==> config.mk <==
export PLATFORM = sky130hd
export DESIGN_NAME = gcs_pin_unit
export DESIGN_NICKNAME = d
export VERILOG_FILES = /design/src/hdl/gcs_pkg.sv /design/src/hdl/gcs_reg_if.sv /design/src/hdl/gcs_pin_unit.sv /design/src/hdl/gcs_pin_sync.sv /design/src/hdl/gcs_apb_slave.sv
export VERILOG_INCLUDE_DIRS = /design/src /design/src/hdl
export SDC_FILE = /design/constraint.sdc
export NUM_CORES = 1
export LEC_CHECK = 0
export ABC_AREA = 1
export BUFFER_PORTS_ARGS = -buffer_cell sky130_fd_sc_hd__clkbuf_2
export CORE_UTILIZATION = 30
export DETAILED_ROUTE_END_ITERATION = 10
export GPL_ROUTABILITY_DRIVEN = 0
export GPL_TIMING_DRIVEN = 0
export PLACE_DENSITY_LB_ADDON = 0.15
export SYNTH_ARGS = -nofsm -noshare
export SYNTH_HDL_FRONTEND = slang
export SYNTH_SLANG_ARGS = --single-unit
==> constraint.sdc <==
create_clock -name clk -period 45 [get_ports clk]
set_input_delay 6.75 -clock clk [delete_from_list [all_inputs] [get_ports clk]]
set_output_delay 6.75 -clock clk [all_outputs]
set_load 0.01 [all_outputs]
==> src/hdl/gcs_map.svh <==
// Register offsets, field positions and reset values of the pin drive-low and pin-level block
`ifndef GCS_MAP_SVH
`define GCS_MAP_SVH

`define GCS_NUM_PINS      104
`define GCS_WORD_BITS     32
`define GCS_ADDR_BITS     12

// Register groups, four words each
`define GCS_DIR_BASE      12'h000
`define GCS_OUT_BASE      12'h010
`define GCS_CLR_BASE      12'h020
`define GCS_LEVEL_BASE    12'h030
`define GCS_MAP_END       12'h040

// Word offsets inside a group
`define GCS_PAIR_01       12'h000
`define GCS_PAIR_23       12'h004
`define GCS_PAIR_45       12'h008
`define GCS_PAIR_6        12'h00c

// Field positions
`define GCS_ODD_BANK_MSB  31
`define GCS_ODD_BANK_LSB  16
`define GCS_EVEN_BANK_MSB 15
`define GCS_EVEN_BANK_LSB 0
`define GCS_BANK6_MASK    32'h000000ff
`define GCS_FULL_MASK     32'hffffffff

// Reset values
`define GCS_DIR_RESET     32'hffffffff
`define GCS_OUT_RESET     32'h00000000
`define GCS_RDATA_RESET   32'h00000000

`endif

==> src/hdl/gcs_pkg.sv <==
// Types shared by the pin drive-low and pin-level block
package gcs_pkg;

  typedef enum logic [1:0] {
    GCS_GRP_DIR   = 2'h0,
    GCS_GRP_OUT   = 2'h1,
    GCS_GRP_LEVEL = 2'h3,
    GCS_GRP_CLR   = 2'h2
  } gcs_group_t;

  typedef logic [1:0]  gcs_pair_t;
  typedef logic [31:0] gcs_word_t;
  typedef gcs_word_t [3:0] gcs_bank_vec_t;

endpackage

==> src/hdl/gcs_reg_if.sv <==
// Register access path between the bus slave and the pin register logic
`timescale 1ns/10ps
interface gcs_reg_if;
  import gcs_pkg::*;

  logic       wrEn;
  gcs_group_t grp;
  gcs_pair_t  pair;
  gcs_word_t  wdata;
  gcs_word_t  rdata;

  modport bus (
    output wrEn,
    output grp,
    output pair,
    output wdata,
    input  rdata
  );

  modport regs (
    input  wrEn,
    input  grp,
    input  pair,
    input  wdata,
    output rdata
  );
endinterface

==> src/hdl/gcs_pin_unit.sv <==
// Pin drive-low and pin-level readback unit with APB register access
`timescale 1ns/10ps
`include "gcs_map.svh"
module gcs_pin_unit
  import gcs_pkg::*;
#(
  parameter int NUM_PINS = `GCS_NUM_PINS
) (
  // Clock and reset
  input  wire logic                      clk,
  input  wire logic                      rst,
  // APB
  input  wire logic                      psel,
  input  wire logic                      penable,
  input  wire logic                      pwrite,
  input  wire logic [`GCS_ADDR_BITS-1:0] paddr,
  input  wire logic [31:0]               pwdata,
  output logic      [31:0]               prdata,
  output logic                           pready,
  output logic                           pslverr,
  // Pins
  input  wire logic [NUM_PINS-1:0]       pinIn,
  output logic      [NUM_PINS-1:0]       pinOut,
  output logic      [NUM_PINS-1:0]       pinOeN
);
  localparam int FLAT_BITS = 4 * `GCS_WORD_BITS;

  gcs_reg_if regPath ();

  gcs_bank_vec_t         dir_ff;
  gcs_bank_vec_t         nxt_dir;
  gcs_bank_vec_t         out_ff;
  gcs_bank_vec_t         nxt_out;
  gcs_bank_vec_t         levelVec;
  logic [NUM_PINS-1:0]   syncLevel;
  logic [FLAT_BITS-1:0]  dirFlat;
  logic [FLAT_BITS-1:0]  outFlat;
  gcs_word_t             mask;
  gcs_word_t             outPins;

  // Only the bank 6 word is partly populated; upper bits never hold state
  function automatic gcs_word_t pair_mask(input gcs_pair_t pair);
    pair_mask = (pair == 2'h3) ? `GCS_BANK6_MASK : `GCS_FULL_MASK;
  endfunction

  gcs_apb_slave u_apb (
    .clk     (clk),
    .rst     (rst),
    .psel    (psel),
    .penable (penable),
    .pwrite  (pwrite),
    .paddr   (paddr),
    .pwdata  (pwdata),
    .prdata  (prdata),
    .pready  (pready),
    .pslverr (pslverr),
    .regBus  (regPath.bus)
  );

  gcs_pin_sync #(
    .WIDTH (NUM_PINS)
  ) u_sync (
    .clk      (clk),
    .rst      (rst),
    .pinIn    (pinIn),
    .levelOut (syncLevel)
  );

  // Pin n sits at word n/32, bit n%32: even bank low half, odd bank high half
  assign levelVec = gcs_bank_vec_t'({{(FLAT_BITS-NUM_PINS){1'b0}}, syncLevel});
  assign mask     = pair_mask(regPath.pair);
  // Bits of the addressed word whose pins are outputs and exist
  assign outPins  = ~dir_ff[regPath.pair] & mask;

  always_comb begin
    nxt_dir = dir_ff;
    nxt_out = out_ff;
    if (regPath.wrEn) begin
      case (regPath.grp)
        GCS_GRP_DIR: begin
          nxt_dir[regPath.pair] = regPath.wdata | ~mask;
        end
        GCS_GRP_OUT: begin
          nxt_out[regPath.pair] = (out_ff[regPath.pair] & ~outPins)
                                  | (regPath.wdata & outPins);
        end
        GCS_GRP_CLR: begin
          nxt_out[regPath.pair] = out_ff[regPath.pair] & ~(regPath.wdata & outPins);
        end
        default: begin
          nxt_out = out_ff;
        end
      endcase
    end
  end

  always_ff @(posedge clk or posedge rst) begin
    if (rst) begin
      dir_ff <= {4{`GCS_DIR_RESET}};
      out_ff <= {4{`GCS_OUT_RESET}};
    end else begin
      dir_ff <= nxt_dir;
      out_ff <= nxt_out;
    end
  end

  always_comb begin
    case (regPath.grp)
      GCS_GRP_DIR: begin
        regPath.rdata = dir_ff[regPath.pair] & mask;
      end
      GCS_GRP_CLR: begin
        regPath.rdata = out_ff[regPath.pair] & mask;
      end
      GCS_GRP_LEVEL: begin
        // Inputs show the synchronised pin, outputs the driven value
        regPath.rdata = ((levelVec[regPath.pair] & dir_ff[regPath.pair])
                        | (out_ff[regPath.pair] & ~dir_ff[regPath.pair])) & mask;
      end
      default: begin
        regPath.rdata = out_ff[regPath.pair] & mask;
      end
    endcase
  end

  assign dirFlat = dir_ff;
  assign outFlat = out_ff;
  assign pinOut  = outFlat[NUM_PINS-1:0];
  // Enable is low while the pin is driven, that is while its direction bit is 0
  assign pinOeN  = dirFlat[NUM_PINS-1:0];
endmodule

==> src/hdl/gcs_pin_sync.sv <==
// Three-stage pin synchroniser with agreement filter
`timescale 1ns/10ps
module gcs_pin_sync #(
  parameter int WIDTH = 104
) (
  // Clock and reset
  input  wire logic             clk,
  input  wire logic             rst,
  // Pins and synchronised levels
  input  wire logic [WIDTH-1:0] pinIn,
  output logic      [WIDTH-1:0] levelOut
);
  logic [WIDTH-1:0] stage1_ff;
  logic [WIDTH-1:0] stage2_ff;
  logic [WIDTH-1:0] stage3_ff;
  logic [WIDTH-1:0] level_ff;
  logic [WIDTH-1:0] nxt_level;

  // A bit moves only once stages two and three agree; stage one feeds stage two alone
  always_comb begin
    nxt_level = (level_ff & (stage2_ff ^ stage3_ff)) | (stage3_ff & ~(stage2_ff ^ stage3_ff));
  end

  always_ff @(posedge clk or posedge rst) begin
    if (rst) begin
      stage1_ff <= '0;
      stage2_ff <= '0;
      stage3_ff <= '0;
      level_ff  <= '0;
    end else begin
      stage1_ff <= pinIn;
      stage2_ff <= stage1_ff;
      stage3_ff <= stage2_ff;
      level_ff  <= nxt_level;
    end
  end

  assign levelOut = level_ff;
endmodule

==> src/hdl/gcs_apb_slave.sv <==
// APB slave front end: decode, write strobe and registered read data
`timescale 1ns/10ps
`include "gcs_map.svh"
module gcs_apb_slave
  import gcs_pkg::*;
(
  // Clock and reset
  input  wire logic                      clk,
  input  wire logic                      rst,
  // APB
  input  wire logic                      psel,
  input  wire logic                      penable,
  input  wire logic                      pwrite,
  input  wire logic [`GCS_ADDR_BITS-1:0] paddr,
  input  wire logic [31:0]               pwdata,
  output logic      [31:0]               prdata,
  output logic                           pready,
  output logic                           pslverr,
  // Register path
  gcs_reg_if.bus                         regBus
);
  logic      mapped;
  logic      setup;
  logic      access;
  gcs_word_t rdata_ff;
  gcs_word_t nxt_rdata;

  always_comb begin
    mapped      = 1'b1;
    regBus.grp  = GCS_GRP_DIR;
    if (paddr[1:0] != 2'h0) begin
      mapped = 1'b0;
    end else if (paddr >= `GCS_MAP_END) begin
      mapped = 1'b0;
    end else if (paddr >= `GCS_LEVEL_BASE) begin
      regBus.grp = GCS_GRP_LEVEL;
    end else if (paddr >= `GCS_CLR_BASE) begin
      regBus.grp = GCS_GRP_CLR;
    end else if (paddr >= `GCS_OUT_BASE) begin
      regBus.grp = GCS_GRP_OUT;
    end
  end

  assign regBus.pair  = paddr[3:2];
  assign regBus.wdata = pwdata;
  assign setup        = psel & ~penable;
  assign access       = psel & penable;
  assign regBus.wrEn  = access & pwrite & mapped;

  // Read data is taken in the setup cycle so prdata comes from a flop
  always_comb begin
    nxt_rdata = rdata_ff;
    if (setup) begin
      nxt_rdata = (mapped && !pwrite) ? regBus.rdata : `GCS_RDATA_RESET;
    end
  end

  always_ff @(posedge clk or posedge rst) begin
    if (rst) begin
      rdata_ff <= `GCS_RDATA_RESET;
    end else begin
      rdata_ff <= nxt_rdata;
    end
  end

  // Zero wait states; an unmapped or misaligned address answers with an error
  assign pready  = 1'b1;
  assign pslverr = access & ~mapped;
  assign prdata  = rdata_ff;
endmodule

Word-level counts from Yosys, hierarchy flattened
Cells that the tools add are included.
Cells by class
  equality and inequality tests: 4
  bitwise operators: 28
  reductions and logical operators: 8
  multiplexer cells: 22
  $lt $le $gt $ge: 6
Operator list (number)
  bitwise mux 128 bit: 3
  AND 32 bit: 9
  case mux 128 bit (2 select lines): 1
  AND 104 bit: 2
  binary-select mux 32 bit (select 2 bit): 3
  2-to-1 mux 32 bit: 6
  inverter 32 bit: 4
  inverter 104 bit: 1
  OR 104 bit: 1
  XOR 104 bit: 1
  OR 32 bit: 3
  demux 32 bit (select 2 bit): 1
  case mux 32 bit (2 select lines): 1
  greater-or-equal comparator 12 x 6 -> 1 bit, second input constant: 2
  greater-or-equal comparator 12 x 5 -> 1 bit, second input constant: 1
  greater-or-equal comparator 12 x 7 -> 1 bit, second input constant: 1
  2-to-1 mux 2 bit: 4
  == test 2 bit, second input constant: 3
  AND 1 bit: 5
  AND reduction 2 bit: 2
  nonzero test 2 bit: 2
  less-than comparator 2 x 3 -> 1 bit, second input constant: 1
  2-to-1 mux 1 bit: 3
  == test 2 x 1 -> 1 bit, second input constant: 1
  other kinds (5): 7
Storage, ports and cells
  logic and storage cells: 81
  output and inout port bits: 242
  input bits: 153
  register bits: 704

Longest topological paths before layout
  word-level depth: 9
  depth in mapped cells: 14
  gate-level depth less buffers: 14

Cells and area by module
Synthesis repeated with hierarchy kept, for this count alone.
Unflattened totals
  cells, all modules: 3346
  area total of the unflattened synthesis: 29723.5 um^2
By module, submodules not included
  gcs_pin_unit: times used 1, cells each 2253, seq. area each 6566.3 um^2, area each 15662.5 um^2
  gcs_pin_sync: times used 1, cells each 833, seq. area each 10410.0 um^2, area each 12105.4 um^2
  gcs_apb_slave: times used 1, cells each 260, seq. area each 800.8 um^2, area each 1955.6 um^2

Worst setup path before layout
Ideal clock, no wire load.
  kind: input port to output port
  start point: input paddr[1]
  end point: output pslverr
  stages: 4
  data required time: 38.250 ns
  arrival time: 7.312 ns
  path slack: 30.938 ns
  path buffers: 0
  cell sequence: nor2_1 > inv_2 > nor3_2 > nor2_1
On the way
  word-level cells in the longest chain between the ends: 5
  elaborated cells between the ends (all ways): 6
  classes of those cells: order compare (1); mux (2); bitwise (2); reduce/logical (1)
Ends and longest elaborated chain
  start, declared: RTL line gcs_pin_unit.sv:16  | input wire logic [`GCS_ADDR_BITS-1:0] paddr,
  greater-or-equal comparator 12 x 7 -> 1 bit (no source line)
  2-to-1 mux 1 bit: RTL line gcs_apb_slave.sv:33  | end else if (paddr >= `GCS_MAP_END) begin
  2-to-1 mux 1 bit *: RTL line gcs_apb_slave.sv:31  | if (paddr[1:0] != 2'h0) begin
  inverter 1 bit *: RTL line gcs_apb_slave.sv:68  | assign pslverr = access & ~mapped;
  AND 1 bit *: RTL line gcs_apb_slave.sv:68
  end, declared: RTL line gcs_pin_unit.sv:20  | output logic pslverr,
Every way passes the cells marked *; elsewhere a longest branch is shown, timed or not.

Final worst setup path
Ends and elaborated chain as after synthesis.

==> results.py <==
metrics = {
    "hold_path": {
        "min_path_type": "reg2reg",
    },
    "grt": {
        "track_usage_pct": 21.40,
        "grt_max_degree": 123,
        "grt-ovfl-total": 0,
        "antenna_found_initial": 4,
        "grt_pass1_vias": 22290,
        "grt_pass1_wl_mm": 153.3,
    },
    "clock_network": {
        "cts_buffers": 81,
        "clock-sinks": 704,
        "clockRootBuffer": "clkbuf_16",
        "cts_hold_buf": 0,
        "tritoncts": "yes",
        "clock_latency_ps": 650,
        "cts_buffer_depth": 3,
        "htreeDepth": 3,
        "post-cts-setup-buffers": 0,
        "clk_pin_slew_ps": 60,
        "cts_resized": 0,
    },
    "logic_synthesis": {
        "syn_avg_cell_area_um2": 9.363,
        "syn-cell-area_um2": 29380,
        "synth_fp_nets": 3294,
        "synth_top_area_share_pct": 49.06,
        "netlist_top_cells_area": "dfrtp_1, nand2_1, dfstp_2",
        "synth-seq-cells": 704,
        "synth.yosys.seq_area_share_pct": 60.51,
        "ys_warn_count": 0,
        "syn-instance-count": 3138,
        "synth_cell_type_count": 25,
        "synth_top_cell_by_area": "dfrtp_1",
    },
    "placed_design": {
        "hpwl_mm": 81.90,
        "place_inst": 4811,
        "port_buffers": 391,
        "pre_cts_ws_ps": 30570,
    },
    "sta": {
        "hold_ws_ps": 344.4,
        "setup_viol": 0,
        "clock_skew_ps": 18.88,
        "rsz0062_at_grt": "no",
        "setup_tns_ps": 0,
        "min_period_ps": 14400,
        "timing.fmax_mhz": 69.43,
        "slew_headroom_pct": 30.19,
        "drv_slew": 0,
        "period_share_pct": 32.01,
        "worst_slack_ps": 30600,
        "worstMarginPinSlew_ps": 1047,
        "hold_violations": 0,
    },
    "layout": {
        "multi_input_area_um2": 9020,
        "layout_commonest_cell": "nand2_1",
        "fin_cells": 4961,
        "fillCellCount": 9953,
        "regArea_um2": 17780,
        "drive_gt1_share_pct": 25.33,
        "layout_common_cells": "nand2_1, dfrtp_1, clkbuf_2",
        "nets": 3774,
        "area_growth_pct": 22.11,
    },
    "route": {
        "post_drt_wl_per_cell_um": 21.45,
        "dr.pass1.iters": 8,
        "wirelength_mm": 106.4,
        "vias": 22800,
        "drc": 92,
        "antenna_left": 0,
        "viasPerCell": 4.595,
        "drt_iter0_markers": 1901,
    },
    "pwr": {
        "power_density_nw_per_um2": 39.84,
        "ir_worst_vdd_v": 0.00003094,
        "p_leak_nw": 18.06,
    },
    "outcome": {
        "violations": "design-rule violations",
        "status": "finished, violations left",
    },
    "floorplanning": {
        "die_h_um": 314.9,
        "initial_core_util_pct": 30.34,
        "coreArea_um2": 96850,
        "dieArea_um2": 99190,
        "fp-row-count": 114,
        "die_x_um": 314.9,
        "pin_count": 395,
    },
    "critical_path": {
        "rrSetupSlack_ps": 43270,
        "crit_arrival_ps": 7650,
        "worstSetupEndpointType": "output port",
        "cp_max_fo": 5,
        "path_class": "in2out",
        "critPathRequiredTime_ps": 38250,
        "startpoint_type": "primary input",
    },
    "run": {
        "maxCapViolations": 0,
    },
}
-- stage by stage --
| stage | total power, W | area (um2) | utilization [%] |
|---|---|---|---|
| after detailed placement | 0.0007573 | 33110 | 34.18 |
| after global routing | 0.001481 | 35870 | 37.04 |
| after CTS | 0.001448 | 35870 | 37.03 |
| final | 0.001430 | 35880 | 37.04 |
| after floorplan | 0.0007176 | 29380 | - |
| after global placement | 0.0007553 | 32930 | 34.01 |
-- synthesized netlist by cell type --
library cell     n
a21oi_1          2
buf_1           25
buf_2           31
buf_4          210
clkbuf_1       128
conb_1           1
dfrtp_1        576
dfstp_2        128
ha_1             3
inv_1           66
inv_2            8
maj3_1         104
nand2_1       1207
nand3_1        293
nand3_2          1
nand4_1        110
nor2_1          86
nor2_2           7
nor3_1           3
nor3_2           1
nor3_4           1
o211ai_1        24
o21ai_0        100
o22ai_1          1
or2_2           22
-- cell type report --
cell class,instances,area share [%]
Tap cell,1276,4.450
Multi-Input combinational cell,1966,25.14
Clock buffer,116,6.556
Timing Repair Buffer,397,5.915
Clock inverter,29,1.133
Buffer,394,6.427
Sequential cell,704,49.55
Inverter,74,0.7951
Antenna cell,5,0.03487
-- metal layers --
metal	track usage (%)	wire length, um
met1	29.52	47620
met2	33.87	48850
met3	3.756	6857
met4	7.116	3068
met5	0	10
-- report_power, final --
part	total, W	internal [W]	switching [W]	leakage [nW]
sequential	0.000670	0.000658	0.0000118	8.41
clock	0.000684	0.000411	0.000274	1.34
combinational	0.0000751	0.0000213	0.0000538	8.30
-- cells by family (layout without fill, tap and decap cells) --
kind of cell / count (synthesis) / in the layout / share of synthesized area [%]
compound gates: 127 / 127 / 2.372
simple gates: 1731 / 1731 / 24.64
fa+ha+maj: 107 / 107 / 3.671
flops: 704 / 704 / 60.51
other cells: 1 / 6 / 0.01276
buf+inv: 468 / 1010 / 8.794
-- critical path, stage by stage --
cell      delay [ps]
clkbuf_2          80
nor2_1           160
inv_2             50
nor3_2           400
nor2_1            80
clkbuf_2         140
-- path summary, 6_finish.rpt --
kind	cells after the start	to	start
setup / recovery	6	pslverr	paddr[1]
hold / removal	0	u_sync.stage2_ff[90]$_DFF_PP0_	u_sync.stage1_ff[90]$_DFF_PP0_
setup reg to reg	8	pinOut[61]$_DFFE_PP0P_	pinOeN[93]$_DFFE_PP1P_
hold reg to reg	0	u_sync.stage2_ff[90]$_DFF_PP0_	u_sync.stage1_ff[90]$_DFF_PP0_
max in group asynchronous	5	u_sync.stage1_ff[52]$_DFF_PP0_	rst
min in group asynchronous	2	u_sync.stage1_ff[39]$_DFF_PP0_	rst
(Power assumes the default switching activity.)
